File: src/crlcu_defs.vh
// Constants for the condition-logic, compare and leading-zero unit
`ifndef CRLCU_DEFS_VH
`define CRLCU_DEFS_VH
`define CRLCU_OP_CMPLI      6'd10
`define CRLCU_OP_XFORM      6'd31
`define CRLCU_OP_XLFORM     6'd19
`define CRLCU_XO_CLZ        10'd26
`define CRLCU_XO_AND        10'd257
`define CRLCU_XO_ANDC       10'd129
`define CRLCU_XO_NAND       10'd225
`define CRLCU_XO_OR         10'd449
`define CRLCU_XO_ORC        10'd417
`define CRLCU_XO_NOR        10'd33
`define CRLCU_XO_XOR        10'd193
`define CRLCU_XO_EQV        10'd289
`define CRLCU_ADDR_CR       4'h0
`define CRLCU_ADDR_XER      4'h4
`define CRLCU_ADDR_INSN     4'h8
`define CRLCU_ADDR_SRC      4'hc
`define CRLCU_CR_RESET      32'h00000000
`define CRLCU_RESP_OKAY     2'b00
`define CRLCU_RESP_SLVERR   2'b10
`endif

File: src/crlcu_clz.v
// Leading-zero counter over a word numbered from the most significant bit
module crlcu_clz #(
    parameter W  = 32,
    parameter CW = 6
) (
    input  wire [W-1:0]  din,     // Word to scan
    output reg  [CW-1:0] count    // Leading zeros, 0 through W
);
    integer i;
    reg     found;
    // Scan downward from the top bit until the first one
    always @* begin
        count = W[CW-1:0];
        found = 1'b0;
        for (i = W - 1; i >= 0; i = i - 1) begin
            if (!found && din[i]) begin
                count = W[CW-1:0] - 1'b1 - i[CW-1:0];
                found = 1'b1;
            end
        end
    end
endmodule // crlcu_clz

File: src/crlcu_unit.v
// Condition-logic, compare-immediate and leading-zero execution unit
//
// Local design decisions: the register offsets and the AXI4-Lite interface to the registers.
`include "crlcu_defs.vh"

// Operation
// - The compare-immediate operand is sixteen zero bits above the unsigned immediate.
// - Compare unsigned; result cleared, then bit 0 less, bit 1 greater, bit 2 equal.
// - Bit 3 of the compare result is the current summary-overflow flag.
// - Only the selected condition field takes the compare result.
// - Compare-immediate is opcode 10 with selector at bit 6 and immediate low.
// - Leading-zero count runs from the top bit and yields 0 through 32.
// - With the record bit set, field zero takes less, greater, equal and overflow.
// - Leading-zero count is opcode 31, extended opcode 26, source before target.
// - Single-bit condition operations are opcode 19 with three 5-bit selectors.
// - AND group: 257 AND, 129 AND-complement, 225 NAND.
// - OR group: 449 OR, 417 OR-complement, 33 NOR.
// - XOR group: 193 XOR, 289 equivalence.
// - No operation raises an exception, reserved bits notwithstanding.
module crlcu_unit (
    input  wire        aclk,           // Core clock, 40 MHz
    input  wire        aresetn,        // Synchronous reset, active low
    input  wire [3:0]  s_axi_awaddr,   // Write address
    input  wire        s_axi_awvalid,  // Write address valid
    output wire        s_axi_awready,  // Write address ready
    input  wire [31:0] s_axi_wdata,    // Write data
    input  wire [3:0]  s_axi_wstrb,    // Write byte enables
    input  wire        s_axi_wvalid,   // Write data valid
    output wire        s_axi_wready,   // Write data ready
    output reg  [1:0]  s_axi_bresp,    // Write response
    output reg         s_axi_bvalid,   // Write response valid
    input  wire        s_axi_bready,   // Write response ready
    input  wire [3:0]  s_axi_araddr,   // Read address
    input  wire        s_axi_arvalid,  // Read address valid
    output wire        s_axi_arready,  // Read address ready
    output reg  [31:0] s_axi_rdata,    // Read data
    output reg  [1:0]  s_axi_rresp,    // Read response
    output reg         s_axi_rvalid,   // Read data valid
    input  wire        s_axi_rready,   // Read data ready
    input  wire [31:0] insn,           // Instruction word from decoder
    input  wire        insn_valid,     // Instruction issue strobe
    input  wire [31:0] source_gpr,     // Source register contents
    output reg  [31:0] gpr_wdata,      // Leading-zero result
    output reg  [4:0]  gpr_waddr,      // Target register number
    output reg         gpr_we          // Target register write pulse
);
    reg  [31:0] cond_r;      // Condition register, bit 0 is the MSB
    reg         so_r;        // Summary-overflow flag
    reg         aw_got_r;    // Write address held
    reg         w_got_r;     // Write data held
    reg  [3:0]  aw_addr_r;
    reg  [31:0] w_data_r;
    reg  [3:0]  w_strb_r;
    reg  [31:0] last_insn_r; // Last issued instruction
    reg  [31:0] cond_nxt;
    reg  [31:0] src_word;
    reg         rd_ok;
    reg  [31:0] rd_data;

    // Apply byte enables to a stored word
    function [31:0] strb_merge;
        input [31:0] old;
        input [31:0] new_w;
        input [3:0]  strb;
        integer k;
        begin
            strb_merge = old;
            for (k = 0; k < 4; k = k + 1) begin
                if (strb[k])
                    strb_merge[8*k +: 8] = new_w[8*k +: 8];
            end
        end
    endfunction

    // Read one condition bit by MSB-0 index
    function cond_bit;
        input [31:0] cr;
        input [4:0]  idx;
        begin
            cond_bit = cr[5'd31 - idx];
        end
    endfunction

    // Instruction fields
    wire [5:0]  opcode = insn[31:26];
    wire [2:0]  dest_field_selector = insn[25:23];
    wire [15:0] unsigned_immediate = insn[15:0];
    wire [4:0]  dest_cond_bit_sel = insn[25:21];
    wire [4:0]  first_cond_bit_sel = insn[20:16];
    wire [4:0]  second_cond_bit_sel = insn[15:11];
    wire [4:0]  clz_target = insn[20:16];
    wire [9:0]  ext_op = insn[10:1];
    wire        record_bit = insn[0];

    // Operands and compare
    wire [31:0] unsigned_immediate_ext = {16'h0000, unsigned_immediate};
    wire [3:0]  cmp_res = {(source_gpr < unsigned_immediate_ext), (source_gpr > unsigned_immediate_ext),
                           (source_gpr == unsigned_immediate_ext), so_r};
    wire [5:0]  lz_count;

    crlcu_clz #(
        .W  (32),
        .CW (6)
    ) u_clz (
        .din   (source_gpr),
        .count (lz_count)
    );

    wire [31:0] lz_word = {26'h0000000, lz_count};
    wire        lz_zero = (lz_word == 32'h00000000);
    wire        lz_neg = lz_word[31];
    wire [3:0]  lz_flags = {lz_neg, ~lz_neg & ~lz_zero, lz_zero, so_r};
    wire        bit_a = cond_bit(cond_r, first_cond_bit_sel);
    wire        bit_b = cond_bit(cond_r, second_cond_bit_sel);

    // Issue decode; no branch raises a fault
    wire is_cmpli = insn_valid && (opcode == `CRLCU_OP_CMPLI);
    wire is_clz = insn_valid && (opcode == `CRLCU_OP_XFORM) && (ext_op == `CRLCU_XO_CLZ);
    wire is_crl = insn_valid && (opcode == `CRLCU_OP_XLFORM);

    // Single-bit logic result
    reg crl_res;
    reg crl_hit;
    always @* begin
        crl_hit = 1'b1;
        case (ext_op)
            `CRLCU_XO_AND:  crl_res = bit_a & bit_b;
            `CRLCU_XO_ANDC: crl_res = bit_a & ~bit_b;
            `CRLCU_XO_NAND: crl_res = ~(bit_a & bit_b);
            `CRLCU_XO_OR:   crl_res = bit_a | bit_b;
            `CRLCU_XO_ORC:  crl_res = bit_a | ~bit_b;
            `CRLCU_XO_NOR:  crl_res = ~(bit_a | bit_b);
            `CRLCU_XO_XOR:  crl_res = bit_a ^ bit_b;
            `CRLCU_XO_EQV:  crl_res = ~(bit_a ^ bit_b);
            default: begin
                crl_res = 1'b0;
                crl_hit = 1'b0; // Other opcodes leave the register alone
            end
        endcase
    end

    // AXI write channel handshakes and read address ready
    assign s_axi_awready = !aw_got_r && !s_axi_bvalid;
    assign s_axi_wready = !w_got_r && !s_axi_bvalid;
    assign s_axi_arready = !s_axi_rvalid;
    wire wr_fire = (aw_got_r || (s_axi_awvalid && s_axi_awready)) &&
                   (w_got_r || (s_axi_wvalid && s_axi_wready));
    wire [3:0]  wr_addr = aw_got_r ? aw_addr_r : s_axi_awaddr;
    wire [31:0] wr_data = w_got_r ? w_data_r : s_axi_wdata;
    wire [3:0]  wr_strb = w_got_r ? w_strb_r : s_axi_wstrb;
    wire wr_cr = wr_fire && (wr_addr == `CRLCU_ADDR_CR);

    // One compare-write enable per condition field, field 0 at the top
    wire [7:0] field_hit;
    genvar f;
    generate
        for (f = 0; f < 8; f = f + 1) begin : g_field
            localparam [2:0] FSEL = f;
            assign field_hit[f] = is_cmpli && (dest_field_selector == FSEL);
        end
    endgenerate

    // Next condition register; instruction updates win over a bus write
    integer fi;
    always @* begin
        cond_nxt = wr_cr ? strb_merge(cond_r, wr_data, wr_strb) : cond_r;
        for (fi = 0; fi < 8; fi = fi + 1) begin
            if (field_hit[fi])
                cond_nxt[31 - 4 * fi -: 4] = cmp_res;
        end
        if (is_clz && record_bit)
            cond_nxt[31:28] = lz_flags;
        else if (is_crl && crl_hit)
            cond_nxt[5'd31 - dest_cond_bit_sel] = crl_res;
    end

    // Condition register
    always @(posedge aclk) begin
        if (!aresetn) begin
            cond_r <= `CRLCU_CR_RESET;
        end else begin
            cond_r <= cond_nxt;
        end
    end

    // Last issued instruction, kept for software to inspect
    always @(posedge aclk) begin
        if (!aresetn) begin
            last_insn_r <= 32'h00000000;
        end else if (insn_valid) begin
            last_insn_r <= insn;
        end
    end

    // Summary-overflow flag, set or cleared only through its own offset
    always @(posedge aclk) begin
        if (!aresetn) begin
            so_r <= 1'b0;
        end else if (wr_fire && (wr_addr == `CRLCU_ADDR_XER) && wr_strb[3]) begin
            so_r <= wr_data[31];
        end
    end

    // Write address and data are held until both halves have arrived
    always @(posedge aclk) begin
        if (!aresetn) begin
            aw_got_r <= 1'b0;
            w_got_r <= 1'b0;
            aw_addr_r <= 4'h0;
            w_data_r <= 32'h00000000;
            w_strb_r <= 4'h0;
        end else if (wr_fire) begin
            aw_got_r <= 1'b0;
            w_got_r <= 1'b0;
        end else begin
            if (s_axi_awvalid && s_axi_awready) begin
                aw_got_r <= 1'b1;
                aw_addr_r <= s_axi_awaddr;
            end
            if (s_axi_wvalid && s_axi_wready) begin
                w_got_r <= 1'b1;
                w_data_r <= s_axi_wdata;
                w_strb_r <= s_axi_wstrb;
            end
        end
    end

    // Write response; only the two writable offsets answer OKAY
    always @(posedge aclk) begin
        if (!aresetn) begin
            s_axi_bvalid <= 1'b0;
            s_axi_bresp <= `CRLCU_RESP_OKAY;
        end else if (wr_fire) begin
            s_axi_bvalid <= 1'b1;
            s_axi_bresp <= (wr_addr == `CRLCU_ADDR_CR || wr_addr == `CRLCU_ADDR_XER) ?
                           `CRLCU_RESP_OKAY : `CRLCU_RESP_SLVERR;
        end else if (s_axi_bvalid && s_axi_bready) begin
            s_axi_bvalid <= 1'b0;
        end
    end

    // Read decode
    always @* begin
        rd_ok = 1'b1;
        case (s_axi_araddr)
            `CRLCU_ADDR_CR:   rd_data = cond_r;
            `CRLCU_ADDR_XER:  rd_data = {so_r, 31'h00000000};
            `CRLCU_ADDR_INSN: rd_data = last_insn_r;
            `CRLCU_ADDR_SRC:  rd_data = src_word;
            default: begin
                rd_data = 32'h00000000;
                rd_ok = 1'b0;
            end
        endcase
    end

    // Read response, one read outstanding at a time
    always @(posedge aclk) begin
        if (!aresetn) begin
            s_axi_rvalid <= 1'b0;
            s_axi_rdata <= 32'h00000000;
            s_axi_rresp <= `CRLCU_RESP_OKAY;
        end else begin
            if (s_axi_rvalid && s_axi_rready)
                s_axi_rvalid <= 1'b0;
            if (s_axi_arvalid && s_axi_arready) begin
                s_axi_rvalid <= 1'b1;
                s_axi_rdata <= rd_data;
                s_axi_rresp <= rd_ok ? `CRLCU_RESP_OKAY : `CRLCU_RESP_SLVERR;
            end
        end
    end

    // Leading-zero writeback; result and target stand until the next count
    always @(posedge aclk) begin
        if (!aresetn) begin
            gpr_we <= 1'b0;
            gpr_waddr <= 5'h00;
            gpr_wdata <= 32'h00000000;
        end else begin
            gpr_we <= is_clz;
            if (is_clz) begin
                gpr_waddr <= clz_target;
                gpr_wdata <= lz_word;
            end
        end
    end

    // Last source operand, kept for software to inspect
    always @(posedge aclk) begin
        if (!aresetn) begin
            src_word <= 32'h00000000;
        end else if (insn_valid) begin
            src_word <= source_gpr;
        end
    end
endmodule // crlcu_unit

File: config.mk
export PLATFORM = sky130hd
export DESIGN_NAME = crlcu_unit
export DESIGN_NICKNAME = d
export VERILOG_FILES = /design/src/crlcu_clz.v /design/src/crlcu_unit.v
export VERILOG_INCLUDE_DIRS = /design/src /design/src/src
export SDC_FILE = /design/constraint.sdc
export NUM_CORES = 1
export LEC_CHECK = 0
export BUFFER_PORTS_ARGS = -buffer_cell sky130_fd_sc_hd__buf_2
export CAP_MARGIN = 5
export CORE_UTILIZATION = 36
export CTS_BUF_LIST = sky130_fd_sc_hd__clkbuf_4 sky130_fd_sc_hd__clkbuf_8 sky130_fd_sc_hd__clkbuf_16
export CTS_CLUSTER_DIAMETER = 120
export DETAILED_ROUTE_END_ITERATION = 10
export HOLD_SLACK_MARGIN = 0.12
export MAX_ROUTING_LAYER = met4
export PLACE_DENSITY = 0.52
export SYNTH_ARGS = -nofsm -noshare
export SYNTH_HDL_FRONTEND = slang
export SYNTH_SLANG_ARGS = --single-unit
File: constraint.sdc
create_clock -name aclk -period 4.55 [get_ports aclk]
set_clock_uncertainty 0.1 [all_clocks]
set_input_delay 0.6825 -clock aclk [delete_from_list [all_inputs] [get_ports aclk]]
set_output_delay 0.6825 -clock aclk [all_outputs]
set_load 0.01 [all_outputs]
=== Word-level counts from Yosys, hierarchy flattened ===
Cells that the tools add are included.
W data, S select, Z words.

* Bits in registers: 189
* Bits in latches: 0
* RAM bits: 0
* ROM bits: 0
* Input bits: 116
* Output and inout port bits: 79
* Word-level logic and storage cells: 269
* Memories kept: 0

* Add/sub/neg operators: 3
* Multipliers: 0
* Divide/modulo/power cells: 0
* $lt $le $gt $ge: 6
* Equality and inequality tests: 24
* Shifts and indexed selects: 0
* Multiplexer cells: 99
* Bitwise logic cells: 12
* Reductions and logical operators: 107

{| class="wikitable"
|+ Operator list
! operator !! number
|-
| $mux W6 || 32
|-
| $pmux W32 S4 || 1
|-
| $mux W32 || 3
|-
| $logic_and A1 B1 Y1 || 57
|-
| $eq A10 B9 Y1 const B || 4
|-
| $mux W1 || 40
|-
| $mux W4 || 10
|-
| $logic_not A1 Y1 || 35
|-
| $bwmux W32 || 1
|-
| $eq A32 B16 Y1 || 1
|-
| $gt A32 B16 Y1 || 1
|-
| $logic_not A32 Y1 || 1
|-
| $lt A32 B16 Y1 || 1
|-
| $mux W8 || 4
|-
| $eq A10 B8 Y1 const B || 3
|-
| $mux W28 || 1
|-
| $lt A5 B6 Y1 const B || 3
|-
| $sub A5 B5 Y5 const A || 3
|-
| $eq A3 B3 Y1 const B || 4
|-
| $eq A6 B5 Y1 const B || 2
|-
| $bmux W1 S5 || 2
|-
| $eq A10 B5 Y1 const B || 1
|-
| $eq A10 B6 Y1 const B || 1
|-
| $eq A4 B3 Y1 const B || 2
|-
| other kinds (21) || 38
|}

=== Longest topological paths before layout ===
* Word-level depth: 97
* Depth in mapped cells: 13
* Depth with buffers taken out: 11

=== Hierarchy ===
From an unflattened synthesis, not the netlist that was laid out.

* Cells, all modules: 1246
* Area, all modules: 10531.4 um^2

{| class="wikitable"
|+ Modules (own cells, without submodules)
! module !! instances !! cells each !! area an instance (um^2) !! sequential area each (um^2)
|-
| crlcu_unit || 1 || 1182 || 10146.0 || 3743.6
|-
| crlcu_clz || 1 || 64 || 385.4 || 0.0
|}

=== Least setup slack after synthesis ===
Ideal clock, no wire load.

* Kind: input -> register
* From: in insn[16]
* To: reg cond_r[28]
* Arrival time: 3.950 ns
* Path slack: 0.440 ns
* Cell stages on the path: 12
* Buffers on the path: 2
* Path through: clkbuf_1 > mux4_2 > mux4_2 > mux2i_1 > inv_1 > ha_1 > or4_1 > a32oi_1 > o21ai_1 > buf_2 > o32ai_1 > o221a_1

* Word-level cells in the longest chain between the ends: 9
* Elaborated cells on any way between the ends: 15
* Those cells by class: add/sub (1); mux (6); bitwise (8)

{| class="wikitable"
|+ Ends and longest elaborated chain
! item !! line !! RTL
|-
| start: declaration || crlcu_unit.v:40 || <nowiki>input wire [31:0] insn,</nowiki>
|-
| $sub A5 B5 Y5 (*) || crlcu_unit.v:80 || <nowiki>cond_bit = cr[5'd31 - idx];</nowiki>
|-
| $bmux W1 S5 (*) || crlcu_unit.v:80 ||
|-
| $mux W1 (not written as such) (*) || crlcu_unit.v:80 ||
|-
| $xor A1 B1 Y1, or another cell as far along || crlcu_unit.v:133, crlcu_unit.v:134 ||
|-
| $not A1 Y1 (on tied branches) || crlcu_unit.v:134, crlcu_unit.v:129, crlcu_unit.v:132 ||
|-
| $pmux W1 S8 (*) || crlcu_unit.v:126 || <nowiki>case (ext_op)</nowiki>
|-
| $bwmux W32 (*) || crlcu_unit.v:174 || <nowiki>cond_nxt[5'd31 - dest_cond_bit_sel] = crl_res;</nowiki>
|-
| $mux W32 (*) || crlcu_unit.v:173 || <nowiki>else if (is_crl && crl_hit)</nowiki>
|-
| $mux W3 (*) || crlcu_unit.v:171 || <nowiki>if (is_clz && record_bit)</nowiki>
|-
| end signal: assignment || crlcu_unit.v:180 || <nowiki>cond_r <= `CRLCU_CR_RESET;</nowiki>
|-
| end signal: assignment || crlcu_unit.v:182 || <nowiki>cond_r <= cond_nxt;</nowiki>
|-
| end: declaration || crlcu_unit.v:47 || <nowiki>reg [31:0] cond_r;</nowiki>
|}

Every way passes the cells marked *; elsewhere a longest branch is shown, timed or not. The select of a mux whose other input is x is not followed.
A chain may end at the register's enable or synchronous reset.

=== Final worst setup path ===
Ends and elaborated chain as after synthesis.

==> results by group <==
Clock network
  – H-tree levels: 4
  – TritonCTS clock tree: yes
  – Post-CTS setup buffers: 0
  – Cts hold-fix bufs: 0
  – Clock Tree Buf Depth: 2
  – Total clock sinks: 187
  – CTS Buf Count: 17
  – Post_cts resized: 0
  – Worst-path clk slew: 0.06 ns
  – Worst-skew pair later-pin latency: 0.46 ns
  – Root Driver: clkbuf_16

Global routing
  – First-pass GRT wire length: 57,200 um
  – Largest net degree at the start of global routing: 91
  – GRT Total Usage: 25.5%
  – Total grt overflow: 0
  – Initial antenna violation count: 1
  – Vias in the first global route: 9,628

Route
  – Met2 routed WL: 16,900 um
  – M1 WL: 17,000 um
  – Post-DRT Antenna Nets: 0
  – Avg WL per Cell: 20.6 um
  – Pre-antenna DRT Iters: 5
  – Routed met3 length: 2530 um
  – Total number of vias: 10,200
  – Vias/cell: 5.63
  – Max Used Layer: met4
  – Drt drc: 0
  – Detailed Route Iter0 Violations: 788
  – Routed wire length: 37,500 um

Setup path
  – CP arrival: 4.11 ns
  – Crit path to: cond_r[28]
  – CP max stage delay: 0.55 ns
  – Worst Path Required: 4.83 ns
  – Slowest cell on crit path: mux4_2
  – Startpoint types: primary input
  – Critical-path maximum fanout: 10
  – Worst r2r src: cond_r[0]
  – Worst R2R Setup Slack: 0.88 ns
  – Crit Path Class: in -> reg
  – Critical path endpoint category: register
  – Worst setup path startpoint: insn[16]
  – R2R cell count: 12
  – Worst path cell trace: buf_2 -> mux4_2 -> mux4_2 -> mux2i_1 -> inv_1 -> ha_1 -> or4_1 -> a32oi_1 -> o21ai_1 -> buf_4 -> o32ai_1 -> o221a_1
  – Reg2reg end: cond_r[28]
  – Most frequent CP cell: mux4_2

Timing
  – Slew headroom: 31.4%
  – RSZ-0062 raised after global routing: false
  – Final Hold Viols: 0
  – Final Critical Period: 3.82 ns
  – Final period util: 84.0%
  – Final setup violation count: 0
  – Setup TNS: 0 ns
  – Final max-slew violation count: 0
  – Fmax: 262 MHz
  – Worst slew pin tran: 1.03 ns

Layout
  – Cell area after layout: 12,300 sq um
  – Final core utilization: 42.5%
  – Multi-input logic area: 6270 sq um
  – Nets@finish: 1,556
  – Fillers: 3,025
  – Area Growth Syn to Fin: 15.8%
  – Storage cell area: 3740 sq um
  – Layout cells sized above 1: 18.8%
  – Layout Cells excl Fill: 1,818

Pwr
  – Pwr Total: 3830 uW
  – Pwr dens: 312 nW/um^2
  – Worst-case vdd ir drop: 0.215 mV
  – Static leakage: 0.00489 uW

Place
  – IO Port Bufs: 166
  – Placed Cells incl. Taps: 1,785
  – Cell area after placement: 11,700 sq um
  – DP HPWL: 27,500 um
  – GPL Wtd Cong: 0.939

Synthesis
  – Flops & latches, synth: 187
  – Asr flop ratio synth: 0%
  – Avg Synthesized Cell Area: 8.18 sq um
  – Yosys warns: 0
  – Top cells by area, synth: dfxtp_1 (35%), mux2i_1 (7.8%), a21oi_1 (6.0%)
  – Sequential area share after synthesis: 35.3%
  – Post-synth EDFFs: 0
  – Cells after Synth: 1,295
  – Yosys top cell by area: dfxtp_1
  – Yosys cell types: 74
  – Share of the synthesized area in the top cell type: 35.3%
  – Mapped Area: 10,600 sq um
  – Dominant synthesized flop cell: dfxtp_1

Floorplan
  – I/O pin count: 195
  – Die ar.: 30,100 sq um
  – Rows: 62
  – Die height: 174 um
  – Die width: 174 um
  – Initial cell density of the core: 36.7%
  – Core area: 28,900 sq um

Flow run
  – Maxcap violations: 0

Outcome
  – Outcome: complete, no violations

Worst hold path
  – Worst hold path type: in -> reg
[routing by layer]
metal  vias up  GRT usage [%]
met5         -              -
met4         0           8.92
met3        54           4.56
met2       415           38.4
met1      4864           34.2
li1       4897              -
[how the worst min path moves through the flow]
stage | startpoint | endpoint | slack (ns) | depth (start not counted)
after detailed placement | w_data_r[9] | w_data_r[9] | 0.34 | 2
final | s_axi_rready | s_axi_rvalid | 0.33 | 2
after global routing | s_axi_rready | s_axi_rvalid | 0.34 | 2
after global placement | w_data_r[9] | w_data_r[9] | 0.34 | 2
after CTS | s_axi_rready | s_axi_rvalid | 0.31 | 2
after floorplan | w_data_r[0] | w_data_r[0] | 0.33 | 2
[cell usage in the layout (no fill, tap or decap), drive strengths merged, types with 6 or more instances in the layout]
| master | instances |
|---|---|
| or3 | 7 |
| nand2b | 25 |
| o211ai | 19 |
| nor3b | 11 |
| mux2i | 83 |
| clkbuf | 17 |
| and2 | 7 |
| a22oi | 31 |
| o21ai | 56 |
| nor2b | 6 |
| conb | 28 |
| o21a | 11 |
| nor4 | 16 |
| ha | 20 |
| a21oi | 127 |
| and3 | 9 |
| buf | 193 |
| nand3 | 26 |
| o221ai | 7 |
| mux4 | 20 |
| inv | 45 |
| nand4 | 13 |
| nand2 | 148 |
| o211a | 13 |
| nor3 | 28 |
| clkinv | 6 |
| nor2 | 145 |
| dfxtp | 187 |
| a31oi | 17 |
| a211oi | 9 |
| o221a | 7 |
| or4 | 7 |
| nand3b | 21 |
[flip-flops by register name, summed over array words and instances, names as in the netlist]
name / flops
w_data_r: 32
gpr_we: 1
gpr_waddr: 5
w_strb_r: 4
s_axi_bresp: 1
aw_addr_r: 4
s_axi_bvalid: 1
cond_r: 32
src_word: 32
s_axi_rresp: 1
so_r: 1
w_got_r: 1
s_axi_rdata: 32
gpr_wdata: 6
s_axi_rvalid: 1
last_insn_r: 32
aw_got_r: 1
[cell usage after synthesis, drive strengths merged (3+ instances only)]
cell type / number
a211oi: 9
a21o: 3
a21oi: 127
a22oi: 31
a31oi: 17
and2: 7
and3: 9
and3b: 5
buf: 47
clkbuf: 67
dfxtp: 187
ha: 20
inv: 38
mux2i: 83
mux4: 20
nand2: 148
nand2b: 25
nand3: 26
nand3b: 21
nand4: 13
nor2: 145
nor2b: 6
nor3: 28
nor3b: 11
nor4: 16
nor4b: 3
o211a: 13
o211ai: 19
o21a: 11
o21ai: 56
o21bai: 3
o221a: 7
o221ai: 7
o22a: 4
o22ai: 4
o31ai: 5
o32ai: 3
or3: 7
or4: 7
[kinds of logic (layout without fill, tap and decap cells)]
kind of cell             count (synthesis)  in the layout  share of synthesized area, %
flip-flops                             187            187                          35.3
other                                    1             29                        0.0354
multiplexers                           104            104                          12.2
adder cells (fa/ha/maj)                 20             20                          2.36
buffers and inverters                  152            263                          6.55
AND/OR/NAND/NOR                        491            491                          22.7
AO/OA/AOI/OAI                          340            340                          20.8
[cell type report]
class                           instances  area share (%)
Antenna cell                            1          0.0204
Clock buffer                           17            3.47
Clock inverter                         15            1.25
Inverter                               38            1.18
Multi-Input combinational cell        983            51.2
Sequential cell                       187            30.5
Tap cell                              384            3.92
Timing Repair Buffer                  193            8.45
[report_power, final]
group,switching [uW],internal [uW],total [uW]
clock,763,732,1500
combinational,352,214,566
sequential,61.7,1700,1760
total,1180,2650,3830
[stage by stage]
stage	hold slack, ns	setup WS, ns
2_1_floorplan	0.331	0.440
3_3_place_gp	0.336	0.351
3_5_place_dp	0.341	0.282
4_1_cts	0.310	0.741
5_1_grt	0.344	0.532
6_report	0.326	0.728
[worst max-delay path: cells and delay by family]
family | cells | cell delay (ns)
and+or+nand+nor | 1 | 0.42
buffers and inverters | 3 | 0.60
adders and majority gates | 1 | 0.23
muxes | 3 | 1.21
AOI/OAI and AO/OA | 4 | 0.94
No activity file was read; power rests on OpenSTA's default activity.
